==> config.mk <==
export PLATFORM = sky130hd
export DESIGN_NAME = pressure_sample_fifo_control
export DESIGN_NICKNAME = d
export VERILOG_FILES = /design/src/pkg/pressure_fifo_pkg.sv /design/src/sample_store_mem.sv /design/src/sample_queue.sv /design/src/pressure_sample_fifo_control.sv
export SDC_FILE = /design/constraint.sdc
export NUM_CORES = 1
export LEC_CHECK = 0
export ABC_AREA = 0
export BUFFER_PORTS_ARGS = -buffer_cell sky130_fd_sc_hd__clkbuf_2
export CORE_ASPECT_RATIO = 0.8
export CORE_MARGIN = 10
export CORE_UTILIZATION = 40
export DETAILED_ROUTE_END_ITERATION = 7
export SYNTH_ARGS = -nofsm -noshare
export SYNTH_HDL_FRONTEND = slang
export SYNTH_SLANG_ARGS = --single-unit
==> constraint.sdc <==
create_clock -name sys_clk -period 18.1 [get_ports sys_clk]
set_clock_uncertainty 0.15 [all_clocks]
set_input_delay 0.905 -clock sys_clk [delete_from_list [all_inputs] [get_ports sys_clk]]
set_output_delay 0.905 -clock sys_clk [all_outputs]
set_load 0.03 [all_outputs]
==> src/pkg/pressure_fifo_pkg.sv <==
package pressure_fifo_pkg;

   localparam int SAMPLE_W = 24;
   localparam int STORE_DEPTH = 32;
   localparam int PTR_W = 5;
   localparam int CNT_W = 6;
   localparam int SUM_W = 29;
   localparam int QUEUE_DEPTH = 8;
   localparam int TEMP_W = 16;

   localparam logic [7:0] ADDR_PRESS_XL = 8'h28;
   localparam logic [7:0] ADDR_PRESS_L = 8'h29;
   localparam logic [7:0] ADDR_PRESS_H = 8'h2A;
   localparam logic [7:0] ADDR_TEMP_H = 8'h2C;
   localparam logic [7:0] ADDR_FIFO_CTRL = 8'h2E;
   localparam logic [7:0] ADDR_FIFO_STATUS = 8'h2F;
   localparam logic [7:0] ADDR_THRESH_L = 8'h30;
   localparam logic [7:0] ADDR_THRESH_H = 8'h31;
   localparam logic [7:0] ADDR_OFFSET_L = 8'h39;
   localparam logic [7:0] ADDR_STEP = 8'h01;

   localparam logic [7:0] FIFO_CTRL_RESET = 8'h00;
   localparam logic [7:0] THRESH_RESET = 8'h00;
   localparam logic [7:0] OFFSET_L_RESET = 8'h38;
   localparam logic [7:0] READ_IDLE = 8'h00;

   localparam int MODE_HI = 7;
   localparam int MODE_LO = 5;
   localparam int WTM_HI = 4;
   localparam int WTM_LO = 0;
   localparam int TEMP_HI = 15;
   localparam int TEMP_LO = 8;

   localparam logic [2:0] MODE_BYPASS = 3'h0;
   localparam logic [2:0] MODE_FIFO = 3'h1;
   localparam logic [2:0] MODE_STREAM = 3'h2;
   localparam logic [2:0] MODE_STREAM_TO_FIFO = 3'h3;
   localparam logic [2:0] MODE_BYPASS_TO_STREAM = 3'h4;
   localparam logic [2:0] MODE_MEAN = 3'h6;
   localparam logic [2:0] MODE_BYPASS_TO_FIFO = 3'h7;

   // Cycles for the store's registered read to reflect a pointer move
   localparam logic [1:0] SETTLE_CYCLES = 2'h2;

   typedef enum logic [1:0] {BH_BYPASS, BH_FIFO, BH_STREAM, BH_MEAN} behaviour_t;

endpackage

==> src/sample_store_mem.sv <==
`timescale 1ns/1ps
module sample_store_mem #(
   parameter int WIDTH = 24,
   parameter int DEPTH = 32,
   parameter int AW = 5
) (
   input wire logic sys_clk,
   input wire logic rst_b,
   input wire logic wr_en,
   input wire logic [AW-1:0] wr_addr,
   input wire logic [WIDTH-1:0] wr_data,
   input wire logic [AW-1:0] rd_addr,
   output logic [WIDTH-1:0] rd_data
);
   logic [WIDTH-1:0] cell_ff [DEPTH];
   logic [WIDTH-1:0] rd_data_ff;

   always_ff @(posedge sys_clk) begin
      if (wr_en) begin
         cell_ff[wr_addr] <= wr_data;
      end
   end

   // Old contents are returned when reading the address being written
   always_ff @(posedge sys_clk or negedge rst_b) begin
      if (!rst_b) begin
         rd_data_ff <= '0;
      end else begin
         rd_data_ff <= cell_ff[rd_addr];
      end
   end

   assign rd_data = rd_data_ff;
endmodule

==> src/sample_queue.sv <==
`timescale 1ns/1ps
module sample_queue #(
   parameter int WIDTH = 24,
   parameter int DEPTH = 8
) (
   input wire logic sys_clk,
   input wire logic rst_b,
   input wire logic in_valid,
   input wire logic [WIDTH-1:0] in_data,
   output logic in_ready,
   output logic out_valid,
   output logic [WIDTH-1:0] out_data,
   input wire logic out_ready
);
   localparam int AW = $clog2(DEPTH);
   localparam int CW = AW + 1;

   logic [WIDTH-1:0] slot_ff [DEPTH];
   logic [AW-1:0] wr_ff, nxt_wr, rd_ff, nxt_rd;
   logic [CW-1:0] cnt_ff, nxt_cnt;
   logic ready_ff, nxt_ready;
   logic push, pop;

   assign push = in_valid && ready_ff;
   assign pop = out_valid && out_ready;
   assign out_valid = cnt_ff != '0;
   assign out_data = slot_ff[rd_ff];
   assign in_ready = ready_ff;

   always_comb begin
      nxt_wr = push ? AW'(wr_ff + 1'h1) : wr_ff;
      nxt_rd = pop ? AW'(rd_ff + 1'h1) : rd_ff;
      nxt_cnt = CW'(cnt_ff + CW'(push) - CW'(pop));
      // Ready is registered so the source sees a flop; it is taken from the next count, so all DEPTH slots still fill
      nxt_ready = nxt_cnt != CW'(DEPTH);
   end

   always_ff @(posedge sys_clk) begin
      if (push) begin
         slot_ff[wr_ff] <= in_data;
      end
   end

   always_ff @(posedge sys_clk or negedge rst_b) begin
      if (!rst_b) begin
         wr_ff <= '0;
         rd_ff <= '0;
         cnt_ff <= '0;
         ready_ff <= 1'h0;
      end else begin
         wr_ff <= nxt_wr;
         rd_ff <= nxt_rd;
         cnt_ff <= nxt_cnt;
         ready_ff <= nxt_ready;
      end
   end
endmodule

==> src/pressure_sample_fifo_control.sv <==
`timescale 1ns/1ps
// What this block does
// Mode from control bits 7:5, reset zero
// Watermark level in control bits 4:0
// Bypass keeps store empty, result direct
// FIFO mode stops storing when full
// Stream mode drops oldest when full
// Code 011: stream, then FIFO after trigger
// Code 100: bypass, then stream after trigger
// Code 111: bypass, then FIFO after trigger
// Host never programs reserved code 101
// Code 110 outputs hardware running average
// Watermark code selects 2..32 sample window
// Host uses only listed window codes
// Average mode hides entries, reads average
// Status bit 7: level at/above watermark
// Status bit 6: store full
// Status bit 5: store empty
// Status bits 4:0 hold fill level
// Temperature high byte readable at 2Ch
// Sixteen-bit threshold at 30h/31h, reset zero
// Offset low byte at 39h, reset 38h
// Store holds thirty-two 24-bit entries
// Reading pops oldest entry into result
// Burst reads wrap 2Ah back to 28h; code wraps only in FIFO or stream behaviour, not bypass or average
// Trigger is an internal event input
// Mode applies per sample; bypass discards
module pressure_sample_fifo_control (
   input wire logic sys_clk,
   input wire logic rst_b,
   input wire logic sample_valid,
   input wire logic [pressure_fifo_pkg::SAMPLE_W-1:0] sample_data,
   output logic sample_ready,
   input wire logic [pressure_fifo_pkg::TEMP_W-1:0] temperature_sample_bits,
   input wire logic trigger_in,
   input wire logic [7:0] reg_addr,
   input wire logic reg_wr,
   input wire logic [7:0] reg_wdata,
   input wire logic reg_rd,
   output logic [7:0] reg_rdata,
   output logic reg_rvalid,
   output logic [7:0] reg_next_addr,
   output logic [15:0] pressure_threshold_bits,
   output logic [7:0] pressure_offset_bits
);
   import pressure_fifo_pkg::*;

   logic [7:0] ctrl_ff, nxt_ctrl;
   logic [15:0] thresh_ff, nxt_thresh;
   logic [7:0] offset_ff, nxt_offset;
   logic [7:0] temp_high_ff;
   logic [7:0] rdata_ff, nxt_rdata;
   logic rvalid_ff, nxt_rvalid;
   logic [7:0] next_addr_ff, nxt_next_addr;
   logic switched_ff, nxt_switched, trig_prev_ff;

   logic [2:0] mode_ff, nxt_mode;
   behaviour_t last_bh_ff, nxt_last_bh;
   logic [PTR_W-1:0] wr_ptr_ff, nxt_wr_ptr, rd_ptr_ff, nxt_rd_ptr;
   logic [CNT_W-1:0] count_ff, nxt_count;
   logic signed [SUM_W-1:0] sum_ff, nxt_sum;
   logic loaded_ff, nxt_loaded;
   logic [SAMPLE_W-1:0] result_ff, nxt_result;
   logic [1:0] settle_ff, nxt_settle;

   logic [4:0] wtm;
   logic [2:0] ctrl_mode;
   logic settled, accessible, pop_req, take;
   behaviour_t cur_bh, take_bh;
   logic q_valid, q_ready;
   logic [SAMPLE_W-1:0] q_data, mem_rdata, mem_wdata;
   logic mem_we;
   logic [PTR_W-1:0] mem_waddr;
   logic [CNT_W-1:0] window;
   logic [7:0] status;
   logic [PTR_W-1:0] b_wr, b_rd;
   logic [CNT_W-1:0] b_cnt;
   logic signed [SUM_W-1:0] b_sum, shifted;

   function automatic behaviour_t behaviour_of(input logic [2:0] m, input logic sw);
      case (m)
         MODE_FIFO: behaviour_of = BH_FIFO;
         MODE_STREAM: behaviour_of = BH_STREAM;
         MODE_STREAM_TO_FIFO: behaviour_of = sw ? BH_FIFO : BH_STREAM;
         MODE_BYPASS_TO_STREAM: behaviour_of = sw ? BH_STREAM : BH_BYPASS;
         MODE_BYPASS_TO_FIFO: behaviour_of = sw ? BH_FIFO : BH_BYPASS;
         MODE_MEAN: behaviour_of = BH_MEAN;
         // Reserved 101 is treated as bypass so a stray write cannot corrupt the store
         default: behaviour_of = BH_BYPASS;
      endcase
   endfunction

   function automatic logic [2:0] window_shift(input logic [4:0] w);
      case (w)
         5'h01: window_shift = 3'h1;
         5'h03: window_shift = 3'h2;
         5'h07: window_shift = 3'h3;
         5'h0F: window_shift = 3'h4;
         5'h1F: window_shift = 3'h5;
         default: window_shift = 3'h0;
      endcase
   endfunction

   function automatic logic signed [SUM_W-1:0] widen(input logic [SAMPLE_W-1:0] d);
      widen = signed'({{(SUM_W - SAMPLE_W){d[SAMPLE_W-1]}}, d});
   endfunction

   sample_queue #(
      .WIDTH(SAMPLE_W),
      .DEPTH(QUEUE_DEPTH)
   ) u_in_queue (
      .sys_clk(sys_clk),
      .rst_b(rst_b),
      .in_valid(sample_valid),
      .in_data(sample_data),
      .in_ready(sample_ready),
      .out_valid(q_valid),
      .out_data(q_data),
      .out_ready(q_ready)
   );

   sample_store_mem #(
      .WIDTH(SAMPLE_W),
      .DEPTH(STORE_DEPTH),
      .AW(PTR_W)
   ) u_store (
      .sys_clk(sys_clk),
      .rst_b(rst_b),
      .wr_en(mem_we),
      .wr_addr(mem_waddr),
      .wr_data(mem_wdata),
      .rd_addr(rd_ptr_ff),
      .rd_data(mem_rdata)
   );

   assign wtm = ctrl_ff[WTM_HI:WTM_LO];
   assign ctrl_mode = ctrl_ff[MODE_HI:MODE_LO];
   assign window = CNT_W'({1'h0, wtm} + 1'h1);
   assign settled = settle_ff == SETTLE_CYCLES;
   assign cur_bh = behaviour_of(mode_ff, switched_ff);
   assign accessible = (cur_bh == BH_FIFO) || (cur_bh == BH_STREAM);
   assign pop_req = reg_rd && (reg_addr == ADDR_PRESS_H) && accessible && loaded_ff;
   // Intake waits until the registered store read is current; the queue absorbs the stall
   assign q_ready = settled && !pop_req;
   assign take = q_valid && q_ready;
   assign take_bh = behaviour_of(ctrl_mode, switched_ff);
   assign status = {count_ff >= CNT_W'(wtm), count_ff == CNT_W'(STORE_DEPTH),
                    count_ff == '0, count_ff[PTR_W-1:0]};

   // Store, mode and result
   always_comb begin
      nxt_mode = mode_ff;
      nxt_last_bh = last_bh_ff;
      nxt_wr_ptr = wr_ptr_ff;
      nxt_rd_ptr = rd_ptr_ff;
      nxt_count = count_ff;
      nxt_sum = sum_ff;
      nxt_loaded = loaded_ff;
      nxt_result = result_ff;
      mem_we = 1'h0;
      mem_waddr = wr_ptr_ff;
      mem_wdata = q_data;
      b_wr = wr_ptr_ff;
      b_rd = rd_ptr_ff;
      b_cnt = count_ff;
      b_sum = sum_ff;
      shifted = sum_ff;
      if (take) begin
         nxt_mode = ctrl_mode;
         nxt_last_bh = take_bh;
         // Averaging restarts clean so the sum never carries entries it did not add
         if (take_bh == BH_BYPASS || (take_bh == BH_MEAN && last_bh_ff != BH_MEAN)) begin
            b_wr = '0;
            b_rd = '0;
            b_cnt = '0;
            b_sum = '0;
            nxt_loaded = 1'h0;
         end
         nxt_wr_ptr = b_wr;
         nxt_rd_ptr = b_rd;
         nxt_count = b_cnt;
         nxt_sum = b_sum;
         mem_waddr = b_wr;
         case (take_bh)
            BH_BYPASS: begin
               nxt_result = q_data;
            end
            BH_FIFO: begin
               if (b_cnt != CNT_W'(STORE_DEPTH)) begin
                  mem_we = 1'h1;
                  nxt_wr_ptr = PTR_W'(b_wr + 1'h1);
                  nxt_count = CNT_W'(b_cnt + 1'h1);
               end
            end
            BH_STREAM: begin
               mem_we = 1'h1;
               nxt_wr_ptr = PTR_W'(b_wr + 1'h1);
               if (b_cnt == CNT_W'(STORE_DEPTH)) begin
                  nxt_rd_ptr = PTR_W'(b_rd + 1'h1);
                  nxt_loaded = 1'h0;
               end else begin
                  nxt_count = CNT_W'(b_cnt + 1'h1);
               end
            end
            BH_MEAN: begin
               mem_we = 1'h1;
               nxt_wr_ptr = PTR_W'(b_wr + 1'h1);
               if (b_cnt >= window) begin
                  nxt_rd_ptr = PTR_W'(b_rd + 1'h1);
                  nxt_sum = SUM_W'(b_sum + widen(q_data) - widen(mem_rdata));
               end else begin
                  nxt_count = CNT_W'(b_cnt + 1'h1);
                  nxt_sum = SUM_W'(b_sum + widen(q_data));
               end
               shifted = nxt_sum >>> window_shift(wtm);
               nxt_result = shifted[SAMPLE_W-1:0];
            end
            default: ;
         endcase
      end else if (pop_req) begin
         nxt_rd_ptr = PTR_W'(rd_ptr_ff + 1'h1);
         nxt_count = CNT_W'(count_ff - 1'h1);
         nxt_loaded = 1'h0;
      end else if (!loaded_ff && count_ff != '0 && settled && accessible) begin
         nxt_result = mem_rdata;
         nxt_loaded = 1'h1;
      end
      if (nxt_wr_ptr != wr_ptr_ff || nxt_rd_ptr != rd_ptr_ff) begin
         nxt_settle = '0;
      end else if (!settled) begin
         nxt_settle = 2'(settle_ff + 1'h1);
      end else begin
         nxt_settle = settle_ff;
      end
   end

   always_ff @(posedge sys_clk or negedge rst_b) begin
      if (!rst_b) begin
         mode_ff <= MODE_BYPASS;
         last_bh_ff <= BH_BYPASS;
         wr_ptr_ff <= '0;
         rd_ptr_ff <= '0;
         count_ff <= '0;
         sum_ff <= '0;
         loaded_ff <= 1'h0;
         result_ff <= '0;
         settle_ff <= '0;
      end else begin
         mode_ff <= nxt_mode;
         last_bh_ff <= nxt_last_bh;
         wr_ptr_ff <= nxt_wr_ptr;
         rd_ptr_ff <= nxt_rd_ptr;
         count_ff <= nxt_count;
         sum_ff <= nxt_sum;
         loaded_ff <= nxt_loaded;
         result_ff <= nxt_result;
         settle_ff <= nxt_settle;
      end
   end

   // Register access
   always_comb begin
      nxt_ctrl = ctrl_ff;
      nxt_thresh = thresh_ff;
      nxt_offset = offset_ff;
      nxt_rdata = rdata_ff;
      nxt_rvalid = 1'h0;
      nxt_next_addr = next_addr_ff;
      nxt_switched = switched_ff;
      if (reg_wr) begin
         case (reg_addr)
            ADDR_FIFO_CTRL: begin
               nxt_ctrl = reg_wdata;
               nxt_switched = 1'h0;
            end
            ADDR_THRESH_L: nxt_thresh[7:0] = reg_wdata;
            ADDR_THRESH_H: nxt_thresh[15:8] = reg_wdata;
            ADDR_OFFSET_L: nxt_offset = reg_wdata;
            default: ;
         endcase
      end
      // A trigger release in the same cycle as a mode write still counts
      if (trig_prev_ff && !trigger_in) begin
         nxt_switched = 1'h1;
      end
      if (reg_rd) begin
         nxt_rvalid = 1'h1;
         case (reg_addr)
            ADDR_PRESS_XL: nxt_rdata = result_ff[7:0];
            ADDR_PRESS_L: nxt_rdata = result_ff[15:8];
            ADDR_PRESS_H: nxt_rdata = result_ff[23:16];
            ADDR_TEMP_H: nxt_rdata = temp_high_ff;
            ADDR_FIFO_CTRL: nxt_rdata = ctrl_ff;
            ADDR_FIFO_STATUS: nxt_rdata = status;
            ADDR_THRESH_L: nxt_rdata = thresh_ff[7:0];
            ADDR_THRESH_H: nxt_rdata = thresh_ff[15:8];
            ADDR_OFFSET_L: nxt_rdata = offset_ff;
            default: nxt_rdata = READ_IDLE;
         endcase
         if (reg_addr == ADDR_PRESS_H && accessible) begin
            nxt_next_addr = ADDR_PRESS_XL;
         end else begin
            nxt_next_addr = 8'(reg_addr + ADDR_STEP);
         end
      end
   end

   always_ff @(posedge sys_clk or negedge rst_b) begin
      if (!rst_b) begin
         ctrl_ff <= FIFO_CTRL_RESET;
         thresh_ff <= {THRESH_RESET, THRESH_RESET};
         offset_ff <= OFFSET_L_RESET;
         temp_high_ff <= READ_IDLE;
         rdata_ff <= READ_IDLE;
         rvalid_ff <= 1'h0;
         next_addr_ff <= ADDR_PRESS_XL;
         switched_ff <= 1'h0;
         trig_prev_ff <= 1'h0;
      end else begin
         ctrl_ff <= nxt_ctrl;
         thresh_ff <= nxt_thresh;
         offset_ff <= nxt_offset;
         temp_high_ff <= temperature_sample_bits[TEMP_HI:TEMP_LO];
         rdata_ff <= nxt_rdata;
         rvalid_ff <= nxt_rvalid;
         next_addr_ff <= nxt_next_addr;
         switched_ff <= nxt_switched;
         trig_prev_ff <= trigger_in;
      end
   end

   assign reg_rdata = rdata_ff;
   assign reg_rvalid = rvalid_ff;
   assign reg_next_addr = next_addr_ff;
   assign pressure_threshold_bits = thresh_ff;
   assign pressure_offset_bits = offset_ff;
endmodule

==> reports/metrics.yaml, run 1 <==
setup_path:
  cpLargestDelayFamily: "compound AO/OA/AOI/OAI gates"
  arrival_ns: 8.84
  end_kind: "flip-flop"
  cp_slowest_cell: "buf_4"
  cpPeakStageDelay_ns: 0.65
  path_cells: "buf_4 -> mux4_2 -> mux2_2 -> buf_4 -> ha_1 -> fa_1 -> a211oi_1 -> o211ai_1 -> a21oi_1 -> o21ai_0 -> xor2_1 -> ha_1 -> a21oi_1 -> o31ai_1 -> nor3_1 -> nor2_1 -> nand2_1 -> xnor2_1 -> mux2i_1 -> o21ai_0 -> a2111oi_0 -> nor3_1"
  start_kind: "flip-flop"
  critPathKind: "reg -> reg"
  critPathBufInv: 2
  required_ns: 18.53
  crit_fanout: 37
layout:
  layout_commonest_cell: "edfxtp_1"
  layout_common_cells: "edfxtp_1 (960), mux4_2 (289), nand2_1 (190)"
  drive_gt1_share_pct: 24.3
  regArea_um2: 33100
  fin_nets: 3312
  multi_input_area_um2: 16100
  synthToLayoutAreaGrowth_pct: 12.5
  nFillCells: 10700
yosys:
  synth_top_area_share_pct: 57.8
  syn_inst: 3058
  syn_area_per_cell_um2: 16.3
  synth_edf_count: 960
  yosys_warnings: 0
  async_reset_ff_share_pct: 15.1
  postSynthNetCount: 3212
  ys_seq_area_share_pct: 66.4
  synth_cell_types: 90
  synth_flop_cell: "edfxtp_1"
  synthesis.area_um2: 49900
  ys_top_cells_by_area: "edfxtp_1 (58%), mux4_2 (13%), dfrtp_1 (8.3%)"
  synth_seq_cells: 1131
  yosysTopAreaCell: "edfxtp_1"
clock_network:
  worstSkewPairLatency_ns: 0.72
  clkTransAtPathRegs_ns: 0.07
  cts_num_sinks: 1131
  cts_max_level: 3
  clockRootBuffer: "clkbuf_16"
  cts_buffer_depth: 3
  cts_tree: "done"
  numCtsBuffers: 103
global_route:
  antenna_found_initial: 11
  grt_max_degree: 114
  grt_first_pass_wirelength_mm: 193
  grt_pass1_vias: 28300
  gr-total-overflow: 0
  gr-usage-all-layers_pct: 18.4
run_status:
  outcome: "finished with violations"
  violations: "design-rule violations"
power:
  finalPower_uw: 9080
  leakage_uw: 0.0187
  ir_drop_mv: 0.115
  pwr_density_cell_nw_per_um2: 162
placement:
  dp_hpwl_mm: 76.8
  port-buffer-count: 95
  gp_congestion: 0.924
routing:
  wl_per_cell_um: 26.8
  via_per_inst: 5.82
  drtIter0Drc: 3745
  vias: 28400
  wl_mm: 131
  drt-pass1-iter-count: 8
  drc: 7
  ant_nets: 0
floorplan:
  fp.dieArea_um2: 139000
  placeableCoreArea_um2: 123000
  die_w_um: 415
  placementRows: 115
  die_y_um: 336
  start_util_pct: 40.4
  pin_count: 104
sta:
  final_hold_viol_count: 0
  drv_slew: 0
  fin_crit_sh_pct: 46.4
  setup_viol: 0
  relSlewSlack_pct: 20.1
  finalSetupTns_ns: 0
  period_minus_slack_ns: 8.41
  rsz0062_at_grt: "no"
  worst_pin_slew_ns: 1.20
  fmax_ghz: 0.119
worst_hold_path:
  worstHoldPathType: "in -> reg"
run:
  maxCapViolCount: 0
## stage by stage
stage | worst slack [ns] | util, % | cell area, um^2 | hold WS (ns) | std cells
2_1_floorplan | 11.50 | - | 49900 | 0.292 | 3058
3_3_place_gp | 9.88 | 42.6 | 52600 | 0.305 | 4690
3_5_place_dp | 9.88 | 42.6 | 52600 | 0.312 | 4690
4_1_cts | 9.85 | 45.5 | 56200 | 0.126 | 4886
5_1_grt | 9.06 | 45.5 | 56200 | 0.142 | 4886
6_report | 9.69 | 45.5 | 56200 | 0.162 | 4887
## repair_timing
item / in CTS / in global routing
hold buffers: 1 / 0
hold endpoints to repair: 25 / 0
buffers inserted: 0 / 0
gates resized for setup: 0 / 0
## area by class of cell
| type | count | area share (%) |
|---|---|---|
| clock buffer | 129 | 4.91 |
| multi-input combinational | 1676 | 28.7 |
| timing repair buffer | 165 | 1.82 |
| inverter | 81 | 0.541 |
| tap | 1638 | 3.65 |
| antenna | 1 | 0.00446 |
| sequential | 1131 | 59.0 |
| clock inverter | 66 | 1.37 |
## Yosys cell counts, types with 29 or more instances
master    number
buf_1         29
nand3_1       51
edfxtp_1     960
a21oi_1      123
xnor2_1       39
inv_1         81
o21ai_0      112
nand2_1      190
mux4_2       289
clkbuf_1     123
nor3_1        34
mux2_2        96
and2_1        46
ha_1          89
mux2i_1       30
nor2_1       151
dfrtp_1      166
## flip-flops by register name (all words and copies together), names as in the netlist, 5 cells and up
name,count
ctrl_ff,8
u_store.cell_ff,768
pressure_offset_bits,8
sum_ff,29
pressure_threshold_bits,16
reg_rdata,8
wr_ptr_ff,5
result_ff,24
reg_next_addr,8
temp_high_ff,8
u_store.rd_data,24
rd_ptr_ff,5
u_in_queue.slot_ff,192
count_ff,6
## where the power goes
group / switching (uW) / internal, uW
Sequential: 107 / 3420
Clock: 993 / 1280
Combinational: 2200 / 1080
## kinds of logic after synthesis
logic type	Yosys count	share of synthesized area, %
xor gates and xnor gates	64	1.12
adders and majority gates	92	2.35
DFF	1131	66.4
AOI/OAI and AO/OA	510	6.75
muxes	415	15.8
buffers and inverters	251	1.95
and+or+nand+nor	595	5.67
## path summary, 6_finish.rpt
path | end | cells past startpoint | start | slack [ns]
setup reg to reg | result_ff[20] | 22 | u_in_queue.rd_ff[0] | 9.69
max in group asynchronous | rd_ptr_ff[2] | 3 | rst_b | 15.80
setup / recovery | result_ff[20] | 22 | u_in_queue.rd_ff[0] | 9.69
hold / removal | temp_high_ff[6] | 1 | temperature_sample_bits[14] | 0.16
hold reg to reg | sum_ff[16] | 2 | sum_ff[16] | 0.32
min in group asynchronous | pressure_threshold_bits[10] | 2 | rst_b | 0.58
## routing by layer
layer  GRT usage [%]  wire [um]
met5               0         34
met3            5.05      12300
met2            27.2      57600
met4            3.86       2410
met1            27.1      58600
Note: power is estimated with default switching activity, not from simulation.
==> inputs of run 2 (changes only) <==
Clock period 18.1 ns to 7.9 ns, I/O delays scaled along.
==> reports/metrics.yaml, run 2 (synthesized netlist as in run 1, its figures left out) <==
clock_network:
  numCtsBuffers: 107
  cts_num_sinks: 1131
  worstSkewPairLatency_ns: 0.74
  clockRootBuffer: "clkbuf_16"
  cts_max_level: 3
  cts_resized: 0
  cts_buffer_depth: 3
  cts_tree: "done"
  clkTransAtPathRegs_ns: 0.07
power:
  pwr_density_cell_nw_per_um2: 373
  leakage_uw: 0.0191
  ir_drop_mv: 0.226
sta:
  period_minus_slack_ns: 7.40
  fin_crit_sh_pct: 93.7
  rsz0062_at_grt: "no"
  finalSetupTns_ns: 0
  fmax_ghz: 0.135
  final_hold_viol_count: 0
  drv_slew: 0
  setup_viol: 0
  worst_pin_slew_ns: 1.27
  relSlewSlack_pct: 14.9
placement:
  port-buffer-count: 95
  dp_hpwl_mm: 83.7
  placed_cells: 4711
  gp_congestion: 0.937
  dpl_cell_area_um2: 52800
setup_path:
  start_kind: "flip-flop"
  cpPeakStageDelay_ns: 0.80
  r2r-start: "u_in_queue.rd_ff[0]"
  cp_slowest_cell: "dfrtp_4"
  cpLargestDelayFamily: "compound AO/OA/AOI/OAI gates"
  critPathBufInv: 2
  required_ns: 8.39
  path_cells: "buf_4 -> mux4_2 -> mux2_2 -> ha_1 -> a21oi_1 -> o21ai_0 -> a22oi_1 -> a211o_1 -> a21oi_1 -> xor2_1 -> buf_4 -> ha_1 -> a21oi_1 -> a21boi_0 -> o21ai_0 -> mux2i_1 -> a211oi_1 -> mux2i_1 -> a211oi_1 -> o2111ai_1 -> a21oi_1 -> or3_1"
  end_kind: "flip-flop"
  arrival_ns: 7.89
  worst_path_most_repeated_cell: "a21oi_1"
  crit_fanout: 29
  r2r-end: "result_ff[21]"
  critPathKind: "reg -> reg"
  cp_num_cells: 22
  rr_worst_depth: 22
  rrSetupSlack_ns: 0.50
global_route:
  grt_first_pass_wirelength_mm: 199
  gr-total-overflow: 0
  gr-usage-all-layers_pct: 19.1
  antenna_found_initial: 10
  grt_max_degree: 136
  grt_pass1_vias: 28500
floorplan:
  die_y_um: 336
  die_w_um: 415
  placementRows: 115
  pin_count: 104
  placeableCoreArea_um2: 123000
  start_util_pct: 40.4
  fp.dieArea_um2: 139000
layout:
  largest_reg_flops: 768
  fin_nets: 3389
  nFillCells: 10600
  layout_common_cells: "edfxtp_1 (960), mux4_2 (289), nand2_1 (190)"
  layout_commonest_cell: "edfxtp_1"
  top_regs: "u_store.cell_ff (768), u_in_queue.slot_ff (192), sum_ff (29)"
  drive_gt1_share_pct: 24.6
  final_cell_area_um2: 56900
  instances_no_fill: 4968
  synthToLayoutAreaGrowth_pct: 14.0
  top_register: "u_store.cell_ff"
routing:
  drt-pass1-iter-count: 8
  wl_mm: 136
  vias: 29300
  wl_per_cell_um: 27.3
  drtIter0Drc: 3770
  drc: 0
  via_per_inst: 5.89
  ant_nets: 0
run_status:
  outcome: "complete, no violations"
worst_hold_path:
  worstHoldPathType: "in -> async"
run:
  maxCapViolCount: 0
## run 2: worst max-delay path by stage
stage / startpoint / endpoint / slack [ns]
finish: u_in_queue.rd_ff[0] / result_ff[21] / 0.50
global route: u_in_queue.rd_ff[0] / result_ff[21] / 0.19
floorplan: u_in_queue.rd_ff[0] / result_ff[21] / 1.30
detailed placement: u_in_queue.rd_ff[0] / result_ff[17] / 0.79
global placement: u_in_queue.rd_ff[0] / result_ff[21] / 0.83
CTS: u_in_queue.rd_ff[0] / result_ff[17] / 0.76
## run 2: final cells by class
type	instances	area, um^2	share of cell area (%)
diodes	3	7.51	0.0132
multi-input cells	1676	16100	28.3
inverters	81	304	0.534
repair buffers	238	1720	3.01
well taps	1638	2050	3.60
clock inverters	68	706	1.24
clock buffers	133	2870	5.04
flip-flops and latches	1131	33100	58.2
## run 2: per-layer routing
metal,GRT usage [%],wire length [um],vias up
met5,0,34,-
met4,3.74,2460,6
met3,5.17,13500,181
met2,27.3,57800,1287
met1,29.1,62100,15200
li1,-,-,12600
## run 2: per-stage QoR
step	utilization, %	power, uW	hold WS (ns)	worst slack, ns
6_report	46.1	21200	0.0777	0.500
5_1_grt	46.1	22100	0.107	0.188
4_1_cts	46.1	21100	0.0649	0.755
3_5_place_dp	42.8	15900	0.279	0.795
3_3_place_gp	42.8	15900	0.277	0.828
2_1_floorplan	-	12900	-0.0506	1.30
## run 2: where the power goes
| part | switching [uW] | internal (uW) | total [uW] | leakage [uW] |
|---|---|---|---|---|
| Sequential | 311 | 7840 | 8150 | 0.0108 |
| Clock | 2320 | 2900 | 5220 | 0.00175 |
| Combinational | 5250 | 2590 | 7840 | 0.00652 |
| Total | 7880 | 13300 | 21200 | 0.0191 |
## run 2: worst register-to-register path, delay by kind of cell, from the launching register on
kind	cells	cell delay [ns]
AOI/OAI and AO/OA	12	3.49
muxes	4	1.44
DFF	1	0.80
adders and majority gates	2	0.64
buffers and inverters	2	0.53
xor gates and xnor gates	1	0.15
and+or+nand+nor	1	0.11
## run 2: what timing repair did
action	in CTS	in global routing
hold buffers	53	0
hold endpoints to repair	305	0
buffers inserted	0	0
setup endpoints to repair	0	0
